--- src/shared/power_mode_pkg.sv ---
// Package of modes, request codes and counts for the power-mode controller
package power_mode_pkg;

  typedef enum logic [2:0] {
    MODE_ACTIVE,
    MODE_MODEM_SLEEP,
    MODE_LIGHT_SLEEP,
    MODE_DEEP_SLEEP,
    MODE_HIBERNATION
  } power_mode_t;

  // Software request codes
  localparam logic [2:0] REQ_ACTIVE      = 3'h0;
  localparam logic [2:0] REQ_MODEM_SLEEP = 3'h1;
  localparam logic [2:0] REQ_LIGHT_SLEEP = 3'h2;
  localparam logic [2:0] REQ_DEEP_SLEEP  = 3'h3;
  localparam logic [2:0] REQ_HIBERNATION = 3'h4;

  // Pattern codes
  localparam logic [1:0] PATTERN_NONE        = 2'h0;
  localparam logic [1:0] PATTERN_ASSOCIATION = 2'h1;
  localparam logic [1:0] PATTERN_SENSOR      = 2'h2;

  // Reset values and widths
  localparam int          WAKE_SOURCES      = 5;
  localparam int          RTC_GPIO_COUNT    = 8;
  localparam int          INTERVAL_WIDTH    = 16;
  localparam logic [15:0] INTERVAL_DEFAULT  = 16'h0064;
  localparam logic [15:0] AWAKE_DEFAULT     = 16'h000a;

  // Wake source bit positions
  localparam int WAKE_MAC   = 0;
  localparam int WAKE_HOST  = 1;
  localparam int WAKE_TIMER = 2;
  localparam int WAKE_EXT   = 3;
  localparam int WAKE_COPRO = 4;

endpackage : power_mode_pkg

--- src/verilog/wake_sync.sv ---
// Two-stage synchroniser bank for asynchronous wake inputs
`timescale 1ns/1ns
module wake_sync #(
  parameter int WIDTH = 5
) (
  input  wire logic             clk_in,
  input  wire logic             reset_in,
  input  wire logic [WIDTH-1:0] async_in,
  output logic      [WIDTH-1:0] sync_out
);
  logic [WIDTH-1:0] stage_one;

  always_ff @(posedge clk_in) begin
    if (reset_in) begin
      stage_one <= '0;
      sync_out  <= '0;
    end else begin
      stage_one <= async_in;
      sync_out  <= stage_one;
    end
  end
endmodule : wake_sync

--- src/verilog/power_mode_controller.sv ---
// Power-mode controller: mode sequencing, domain gating and wake handling
`timescale 1ns/1ns
// Summary of operation
// - Active mode keeps the radio powered so the chip can send, receive or listen.
// - Modem-sleep runs the main CPU on its selected clock while baseband and radio are off.
// - Light-sleep pauses the main CPU while the real-time domain and coprocessor keep running.
// - Any MAC, host, timer or external-interrupt wake leaves light-sleep.
// - Deep-sleep powers only the real-time domain, keeps its memory and runs the coprocessor.
// - Hibernation stops the internal oscillator and coprocessor and drops recovery memory.
// - Hibernation keeps only the slow-clock timer and a subset of real-time GPIOs alive.
// - Hibernation ends only on the remaining timer, an enabled real-time GPIO wake or a legal mode request.
// - The association pattern toggles active and a chosen sleep mode at fixed intervals.
// - The sensor pattern holds deep-sleep while the coprocessor measures and decides to wake.
module power_mode_controller
  import power_mode_pkg::*;
#(
  parameter int GPIO_COUNT = RTC_GPIO_COUNT,
  parameter int IWIDTH     = INTERVAL_WIDTH
) (
  input  wire logic                  clk_in,
  input  wire logic                  reset_in,
  input  wire logic                  mode_req_valid_in,
  input  wire logic [2:0]            mode_req_in,
  input  wire logic [1:0]            pattern_in,
  input  wire logic                  pattern_light_in,
  input  wire logic [IWIDTH-1:0]     sleep_interval_in,
  input  wire logic [IWIDTH-1:0]     awake_interval_in,
  input  wire logic [1:0]            cpu_clock_sel_in,
  input  wire logic                  wake_mac_in,
  input  wire logic                  wake_host_in,
  input  wire logic                  wake_timer_in,
  input  wire logic                  wake_ext_in,
  input  wire logic                  wake_copro_in,
  input  wire logic [GPIO_COUNT-1:0] rtc_gpio_in,
  input  wire logic [GPIO_COUNT-1:0] rtc_gpio_wake_en_in,
  output logic [2:0]                 mode_out,
  output logic                       cpu_run_out,
  output logic [1:0]                 cpu_clock_sel_out,
  output logic                       radio_power_out,
  output logic                       rtc_power_out,
  output logic                       rtc_memory_retain_out,
  output logic                       copro_enable_out,
  output logic                       osc_enable_out,
  output logic                       slow_timer_enable_out,
  output logic [GPIO_COUNT-1:0]      rtc_gpio_active_out,
  output logic                       wake_out
);

  // ****************************************
  // Input synchronisation
  // ****************************************
  logic [WAKE_SOURCES-1:0] wake_raw;
  logic [WAKE_SOURCES-1:0] wake_level;
  logic [GPIO_COUNT-1:0]   gpio_sync;

  assign wake_raw = {wake_copro_in, wake_ext_in, wake_timer_in, wake_host_in, wake_mac_in};

  wake_sync #(.WIDTH(WAKE_SOURCES)) u_wake_sync (
    .clk_in   (clk_in),
    .reset_in (reset_in),
    .async_in (wake_raw),
    .sync_out (wake_level)
  );

  wake_sync #(.WIDTH(GPIO_COUNT)) u_gpio_sync (
    .clk_in   (clk_in),
    .reset_in (reset_in),
    .async_in (rtc_gpio_in),
    .sync_out (gpio_sync)
  );

  // ****************************************
  // Wake qualification
  // ****************************************
  power_mode_t mode;
  power_mode_t next_mode;
  logic [IWIDTH-1:0] interval_count;
  logic [IWIDTH-1:0] next_interval_count;
  logic              interval_done;
  logic              light_wake;
  logic              modem_wake;
  logic              deep_wake;
  logic              hib_wake;
  logic              wake_event;
  logic              pattern_assoc;
  logic              pattern_sensor;
  power_mode_t       req_mode;
  logic              req_ok;
  power_mode_t       assoc_sleep_mode;

  function automatic power_mode_t decode_req(input logic [2:0] code);
    unique case (code)
      REQ_ACTIVE:      decode_req = MODE_ACTIVE;
      REQ_MODEM_SLEEP: decode_req = MODE_MODEM_SLEEP;
      REQ_LIGHT_SLEEP: decode_req = MODE_LIGHT_SLEEP;
      REQ_DEEP_SLEEP:  decode_req = MODE_DEEP_SLEEP;
      REQ_HIBERNATION: decode_req = MODE_HIBERNATION;
      default:         decode_req = MODE_ACTIVE;
    endcase
  endfunction : decode_req

  assign pattern_assoc    = (pattern_in == PATTERN_ASSOCIATION);
  assign pattern_sensor   = (pattern_in == PATTERN_SENSOR);
  assign assoc_sleep_mode = pattern_light_in ? MODE_LIGHT_SLEEP : MODE_MODEM_SLEEP;
  assign req_mode         = decode_req(mode_req_in);
  assign req_ok           = mode_req_valid_in && (mode_req_in <= REQ_HIBERNATION);
  assign interval_done    = (interval_count == '0);

  assign light_wake = wake_level[WAKE_MAC] | wake_level[WAKE_HOST]
                    | wake_level[WAKE_TIMER] | wake_level[WAKE_EXT];
  assign modem_wake = light_wake;
  assign deep_wake  = wake_level[WAKE_TIMER] | wake_level[WAKE_EXT]
                    | wake_level[WAKE_COPRO];
  assign hib_wake   = wake_level[WAKE_TIMER]
                    | (|(gpio_sync & rtc_gpio_wake_en_in));

  always_comb begin
    wake_event = 1'b0;
    unique case (mode)
      MODE_ACTIVE:      wake_event = 1'b0;
      MODE_MODEM_SLEEP: wake_event = modem_wake;
      MODE_LIGHT_SLEEP: wake_event = light_wake;
      MODE_DEEP_SLEEP:  wake_event = deep_wake;
      MODE_HIBERNATION: wake_event = hib_wake;
    endcase
  end

  // ****************************************
  // Mode sequencing
  // ****************************************
  always_comb begin
    next_mode           = mode;
    next_interval_count = interval_done ? '0 : interval_count - 1'b1;
    if (wake_event) begin
      next_mode           = MODE_ACTIVE;
      next_interval_count = awake_interval_in;
    end else if (req_ok) begin
      next_mode           = req_mode;
      next_interval_count = (req_mode == MODE_ACTIVE) ? awake_interval_in : sleep_interval_in;
    end else if (pattern_assoc && interval_done) begin
      if (mode == MODE_ACTIVE) begin
        next_mode           = assoc_sleep_mode;
        next_interval_count = sleep_interval_in;
      end else if (mode == MODE_MODEM_SLEEP || mode == MODE_LIGHT_SLEEP) begin
        next_mode           = MODE_ACTIVE;
        next_interval_count = awake_interval_in;
      end
    end else if (pattern_sensor && mode == MODE_ACTIVE && interval_done) begin
      next_mode = MODE_DEEP_SLEEP;
    end
  end

  always_ff @(posedge clk_in) begin
    if (reset_in) begin
      mode           <= MODE_ACTIVE;
      interval_count <= INTERVAL_DEFAULT[IWIDTH-1:0];
    end else begin
      mode           <= next_mode;
      interval_count <= next_interval_count;
    end
  end

  // ****************************************
  // Domain gating
  // ****************************************
  logic                  next_cpu_run;
  logic                  next_radio;
  logic                  next_rtc;
  logic                  next_retain;
  logic                  next_copro;
  logic                  next_osc;
  logic                  next_slow_timer;
  logic [GPIO_COUNT-1:0] next_gpio_active;

  assign next_cpu_run     = (next_mode == MODE_ACTIVE)
                          || (next_mode == MODE_MODEM_SLEEP);
  assign next_radio       = (next_mode == MODE_ACTIVE);
  assign next_rtc         = 1'b1;
  assign next_retain      = (next_mode != MODE_HIBERNATION);
  assign next_copro       = (next_mode != MODE_HIBERNATION);
  assign next_osc         = (next_mode != MODE_HIBERNATION);
  assign next_slow_timer  = 1'b1;
  assign next_gpio_active = (next_mode == MODE_HIBERNATION) ? rtc_gpio_wake_en_in
                                                            : {GPIO_COUNT{1'b1}};

  always_ff @(posedge clk_in) begin
    if (reset_in) begin
      mode_out              <= 3'h0;
      cpu_run_out           <= 1'b1;
      cpu_clock_sel_out     <= 2'h0;
      radio_power_out       <= 1'b1;
      rtc_power_out         <= 1'b1;
      rtc_memory_retain_out <= 1'b1;
      copro_enable_out      <= 1'b1;
      osc_enable_out        <= 1'b1;
      slow_timer_enable_out <= 1'b1;
      rtc_gpio_active_out   <= '1;
      wake_out              <= 1'b0;
    end else begin
      mode_out              <= next_mode;
      cpu_run_out           <= next_cpu_run;
      cpu_clock_sel_out     <= cpu_clock_sel_in;
      radio_power_out       <= next_radio;
      rtc_power_out         <= next_rtc;
      rtc_memory_retain_out <= next_retain;
      copro_enable_out      <= next_copro;
      osc_enable_out        <= next_osc;
      slow_timer_enable_out <= next_slow_timer;
      rtc_gpio_active_out   <= next_gpio_active;
      wake_out              <= wake_event;
    end
  end
endmodule : power_mode_controller

--- config.mk ---
export PLATFORM = sky130hd
export DESIGN_NAME = power_mode_controller
export DESIGN_NICKNAME = d
export VERILOG_FILES = /design/src/shared/power_mode_pkg.sv /design/src/verilog/wake_sync.sv /design/src/verilog/power_mode_controller.sv
export SDC_FILE = /design/constraint.sdc
export NUM_CORES = 1
export LEC_CHECK = 0
export ABC_CLOCK_PERIOD_IN_PS = 2700
export BUFFER_PORTS_ARGS = -buffer_cell sky130_fd_sc_hd__buf_2
export CORE_MARGIN = 10
export CORE_UTILIZATION = 50
export CTS_CLUSTER_DIAMETER = 200
export CTS_CLUSTER_SIZE = 40
export DETAILED_ROUTE_END_ITERATION = 12
export PLACE_DENSITY = 0.76
export SYNTH_ARGS = -nofsm -noshare
export SYNTH_HDL_FRONTEND = slang
export SYNTH_SLANG_ARGS = --single-unit
--- constraint.sdc ---
create_clock -name clk_in -period 2.7 [get_ports clk_in]
set_clock_uncertainty 0.1 [all_clocks]
set_input_delay 0.27 -clock clk_in [delete_from_list [all_inputs] [get_ports clk_in]]
set_output_delay 0.27 -clock clk_in [all_outputs]
set_load 0.01 [all_outputs]
**After elaboration in Yosys (flattened, before gate mapping)**

Index checks and enable logic that the tools add are counted.

- Register bits after elaboration: 59
- Output and inout bits: 21
- Logic and storage cells: 64

- Reductions and logical operators: 13
- Add/subtract/negate cells: 1
- Order comparisons: 1
- Mux-type cells: 16
- Bitwise operators: 8
- Equal/unequal tests: 13

Operators with widths:

| kind | number |
|---|---|
| 2-to-1 mux 16 bit | 7 |
| 2-to-1 mux 3 bit | 6 |
| zero test 16 bit | 1 |
| subtractor 16 x 1 -> 16 bit, second input constant | 1 |
| equality test 3 x 2 -> 1 bit, second input constant | 4 |
| one-hot mux 3 bit (4 select lines) | 1 |
| equality test 3 x 1 -> 1 bit, second input constant | 3 |
| equality test 3 bit, second input constant | 3 |
| zero test 3 bit | 3 |
| AND 8 bit | 1 |
| OR reduction 8 bit | 1 |
| bitwise OR 1 bit | 6 |
| logical AND 1 bit | 4 |
| one-hot mux 1 bit (4 select lines) | 1 |
| OR reduction 2 bit | 2 |
| <= comparator 3 bit, second input constant | 1 |
| != test 3 bit, second input constant | 1 |
| equality test 2 x 1 -> 1 bit, second input constant | 1 |
| equality test 2 bit, second input constant | 1 |
| logical OR 1 bit | 2 |
| 2-to-1 mux 2 bit | 1 |
| inverter 1 bit | 1 |

**Logic depth before layout (Yosys ltp)**

- Depth in word-level cells: 10
- Gate-level depth with buffers: 10
- Gate-level depth less buffers: 8

**Modules after synthesis**

From an unflattened synthesis, not the netlist that was laid out.

- Cell total of the unflattened synthesis: 377
- Area total of the unflattened synthesis: 3422.0 um^2

Modules (own cells, without submodules):

| module | times used | area an instance (um^2) | cells an instance |
|---|---|---|---|
| power_mode_controller | 1 | 2695.1 | 324 |
| wake_sync (u_gpio_sync) | 1 | 464.2 | 33 |
| wake_sync (u_wake_sync) | 1 | 262.8 | 20 |

**Least setup slack after synthesis**

OpenSTA, ideal clock, no wires.

- Path kind: reg2reg
- Start: register interval_count[0]
- End: register rtc_gpio_active_out[0]
- Arrival: 1.786 ns
- Path slack: 0.688 ns
- Stages on the path, launching flop included: 9
- Period minus slack after synthesis: 2.012 ns
- Path buffers: 1
- Data required time: 2.473 ns
- Setup time: 0.127 ns
- Cell sequence: dfxtp_1 > inv_1 > ha_1 > nor4b_2 > and4_1 > buf_4 > a41oi_1 > a31oi_4 > nand3b_1

- Longest elaborated chain between the ends: 9

Ends and longest elaborated chain:

| what | RTL line | text |
|---|---|---|
| from (decl) | power_mode_controller.sv:77 | `logic [IWIDTH-1:0] interval_count;` |
| from (signal assigned) | power_mode_controller.sv:156 | `interval_count <= INTERVAL_DEFAULT[IWIDTH-1:0];` |
| from (signal assigned) | power_mode_controller.sv:159 | `interval_count <= next_interval_count;` |
| zero test 16 bit (*) | power_mode_controller.sv:107 | `assign interval_done = (interval_count == '0);` |
| logical AND 1 bit | power_mode_controller.sv:148 | `end else if (pattern_sensor && mode == MODE_ACTIVE && interval_done) begin` |
| 2-to-1 mux 3 bit | power_mode_controller.sv:148 |  |
| 2-to-1 mux 3 bit (*) | power_mode_controller.sv:140 | `end else if (pattern_assoc && interval_done) begin` |
| 2-to-1 mux 3 bit (*) | power_mode_controller.sv:137 | `end else if (req_ok) begin` |
| 2-to-1 mux 3 bit (*) | power_mode_controller.sv:134 | `if (wake_event) begin` |
| equality test 3 bit (*) | power_mode_controller.sv:183 | `assign next_gpio_active = (next_mode == MODE_HIBERNATION) ? rtc_gpio_wake_en_in` |
| inverter 1 bit (no line) (*) | - |  |
| OR reduction 2 bit (no line) (*) | - |  |
| to (signal assigned) | power_mode_controller.sv:209 | `rtc_gpio_active_out <= next_gpio_active;` |
| to (decl) | power_mode_controller.sv:45 | `output logic [GPIO_COUNT-1:0] rtc_gpio_active_out,` |

Every way passes the cells marked *; elsewhere a longest branch is shown, timed or not.
A chain may end at the register's enable or synchronous reset.

**Worst setup path after layout**

- Start: register interval_count[0]
- End: register interval_count[15]

- Longest elaborated chain between the ends: 7

Ends and longest elaborated chain:

| what | RTL line | text |
|---|---|---|
| subtractor 16 x 1 -> 16 bit or zero test 16 bit (tied branches) | power_mode_controller.sv:133, power_mode_controller.sv:107 |  |
| 2-to-1 mux 16 bit | power_mode_controller.sv:133 | `next_interval_count = interval_done ? '0 : interval_count - 1'b1;` |
| 2-to-1 mux 16 bit | power_mode_controller.sv:144 | `end else if (mode == MODE_MODEM_SLEEP \|\| mode == MODE_LIGHT_SLEEP) begin` |
| 2-to-1 mux 16 bit | power_mode_controller.sv:141 | `if (mode == MODE_ACTIVE) begin` |
| 2-to-1 mux 16 bit (*) | power_mode_controller.sv:140 |  |
| 2-to-1 mux 16 bit (*) | power_mode_controller.sv:137 |  |
| 2-to-1 mux 16 bit (*) | power_mode_controller.sv:134 |  |

Marks and branches as above.

==> impl_metrics.yaml <==
drt:
  num_vias: 2970
  drtIter0Drc: 203
  vias_per_cell: 5.61
  wl_per_cell_microns: 16.4
  ant_nets: 0
  dr.pass1.iters: 5
  drc: 0
  routed_wl_microns: 8670
global_route:
  busiest_layer: "met2"
  use_met2_pct: 27.2
  grt_use_met3_pct: 5.63
  grt_pass1_wl_microns: 14300
  grt_use_met1_pct: 21.4
  track_usage_pct: 17.3
  grt_max_degree: 43
  antenna_found_initial: 2
  overflow: 0
  first_global_vias: 2940
sta:
  tns_ns: 0
  setup-violations-final: 0
  maxSlewViolCount: 0
  tightestPinTransition_ns: 0.756
  finalCritPeriodShare_pct: 90.9
  period_needed_ns: 2.45
  maxSlewHeadroom_pct: 49.6
  hold_viol: 0
  max_clock_freq_mhz: 407
  rsz0062_at_grt: "false"
power:
  p_leak_nw: 1.60
  p_sw_share_pct: 30.4
  p_sw_w: 0.000740
  pwr-share-comb_pct: 24.2
  power_w: 0.00244
  intPower_w: 0.00170
  power_density_nw_per_um2: 625
  seq_power_share_pct: 41.9
  clkPwrFrac_pct: 33.9
  vdd_drop_max_mv: 0.403
clock_network:
  cts_buffers: 9
  ctsHtreeMaxLevel: 3
  cts.sinks: 59
  clock_latency_ns: 0.35
  cts_setup_buffers: 0
  cts_tree: "done"
  cts_hold_buf: 0
  clk_pin_slew_worst_paths_ns: 0.06
  root_buffer: "clkbuf_8"
  cts_resized: 0
  cts.path.max_buffers: 2
placement:
  hpwl_microns: 6450
  place_congestion: 0.972
  port_buffers: 82
layout:
  nets: 512
  layout_commonest_cell: "buf_2"
  drive_gt1_share_pct: 28.8
  layout_common_cells: "buf_2, dfxtp_1, a21oi_1"
  area_delta_synth_final_pct: 20.8
critical_path:
  cp_max_fo: 10
  start_kind: "register"
  slowest_stage: "and4_1"
  end_kind: "register"
  path_cells: "inv_1, ha_1, nor4b_2, and4_1, buf_4, o32ai_1, a211oi_1, o32ai_2"
  reg2reg_slack_ns: 0.25
  slowest_delay_ns: 0.47
  critical_path_arrival_ns: 2.55
  worstSetupPathType: "reg -> reg"
  worstPathRequired_ns: 2.80
floorplan:
  ioPinCount: 85
  start_util_pct: 51.1
  die_y_microns: 100
  coreArea_sq_um: 6310
  die-area_sq_um: 10100
  rows: 29
  die_w_microns: 100
logic_synthesis:
  ys_warn_count: 0
  synth_top_flop_cell: "dfxtp_1"
  yosysTopAreaCellShare_pct: 36.6
  synth.ff_latch_count: 59
  syn_area_per_cell_sq_um: 8.79
  synth_cells: 367
  async_reset_ff_share_pct: 0
  yosysTopAreaCell: "dfxtp_1"
  syn_area_sq_um: 3230
  synth_area_leaders: "dfxtp_1, mux2i_1, a21oi_1, nor2b_1, nor2_1"
  ys_seq_area_share_pct: 36.6
  synth_edf_count: 0
  yosysUniqueCellTypes: 58
worst_hold_path:
  hold_path_class: "in -> reg"
status:
  status: "complete, no violations"
run:
  maxCapViolations: 0
==> synthesized netlist by cell type (3+ instances only) <==
| cell type | instances |
|---|---|
| dfxtp_1 | 59 |
| a21oi_1 | 39 |
| mux2i_1 | 31 |
| nor2b_1 | 31 |
| nor2_1 | 29 |
| nand2_1 | 28 |
| clkbuf_1 | 14 |
| nand3_1 | 14 |
| o221ai_1 | 12 |
| o21ai_0 | 10 |
| buf_4 | 9 |
| nand3b_1 | 8 |
| inv_1 | 7 |
| nand4_1 | 6 |
| xor2_1 | 6 |
| a221o_1 | 4 |
| buf_2 | 4 |
| mux2_2 | 3 |
| nor3_1 | 3 |
| xnor2_1 | 3 |
==> metrics by stage <==
step | util (%) | setup WS [ns] | hold WS (ns) | cells | instance area (sq um)
2_1_floorplan | - | 0.688 | 0.276 | 368 | 3230
3_3_place_gp | 58.4 | 0.372 | 0.319 | 512 | 3690
3_5_place_dp | 58.4 | 0.279 | 0.321 | 512 | 3690
4_1_cts | 61.7 | 0.270 | 0.0156 | 528 | 3890
5_1_grt | 61.7 | 0.105 | 0.0142 | 529 | 3900
6_report | 61.7 | 0.245 | 0.0329 | 529 | 3900
==> worst paths after layout <==
path	depth (start not counted)	start	to
hold / removal	2	rtc_gpio_wake_en_in[1]	rtc_gpio_active_out[1]
setup / recovery	8	interval_count[0]	interval_count[15]
hold reg to reg	1	u_wake_sync.stage_one[3]	u_wake_sync.sync_out[3]
setup reg to reg	8	interval_count[0]	interval_count[15]
==> flip-flops by register name (all words and copies together) (netlist names), 2 cells and up <==
register               count
interval_count            16
rtc_gpio_active_out        8
u_gpio_sync.stage_one      8
u_gpio_sync.sync_out       8
u_wake_sync.stage_one      5
u_wake_sync.sync_out       5
mode_out                   3
cpu_clock_sel_out          2
==> cells by family (layout without fill, tap and decap cells) <==
| kind of cell | after synthesis | after routing | share of synthesized area, % |
|---|---|---|---|
| other | 1 | 3 | 0.116 |
| adders and majority gates | 2 | 2 | 0.776 |
| DFF | 59 | 59 | 36.6 |
| muxes | 34 | 34 | 10.7 |
| AOI/OAI and AO/OA | 85 | 85 | 18.7 |
| buffers and inverters | 37 | 120 | 5.97 |
| xor gates and xnor gates | 9 | 9 | 2.44 |
| and+or+nand+nor | 140 | 140 | 24.7 |
==> layer usage <==
layer,routed length (microns),vias to the layer above
met4,149,2
met3,793,18
met5,7,-
met1,3770,1350
li1,-,1472
met2,3950,128
==> critical path, delay by kind of cell (launching register included) <==
kind | cells | cell delay, ns
and+or+nand+nor | 2 | 0.82
adders and majority gates | 1 | 0.14
AOI/OAI and AO/OA | 3 | 0.54
buffers and inverters | 2 | 0.35
DFF | 1 | 0.36
==> cell type report <==
class                      count  area, sq um
tap                           77         96.3
antenna                        1         2.50
clock buffer                  13          159
multi-input combinational    272         1860
inverter                       7         26.3
timing repair buffer          97          523
sequential                    59         1180
fill                         569         2420
clock inverter                 3         46.3
==> power groups by stage <==
stage                     clock, W  sequential, W  combinational, W
after floorplan                  0        0.00103          0.000407
after global placement           0        0.00103          0.000568
after detailed placement         0        0.00104          0.000585
after CTS                 0.000838        0.00102          0.000588
after global routing      0.000877        0.00103          0.000659
final                     0.000827        0.00102          0.000590
Power figures use the tool's default switching activity.
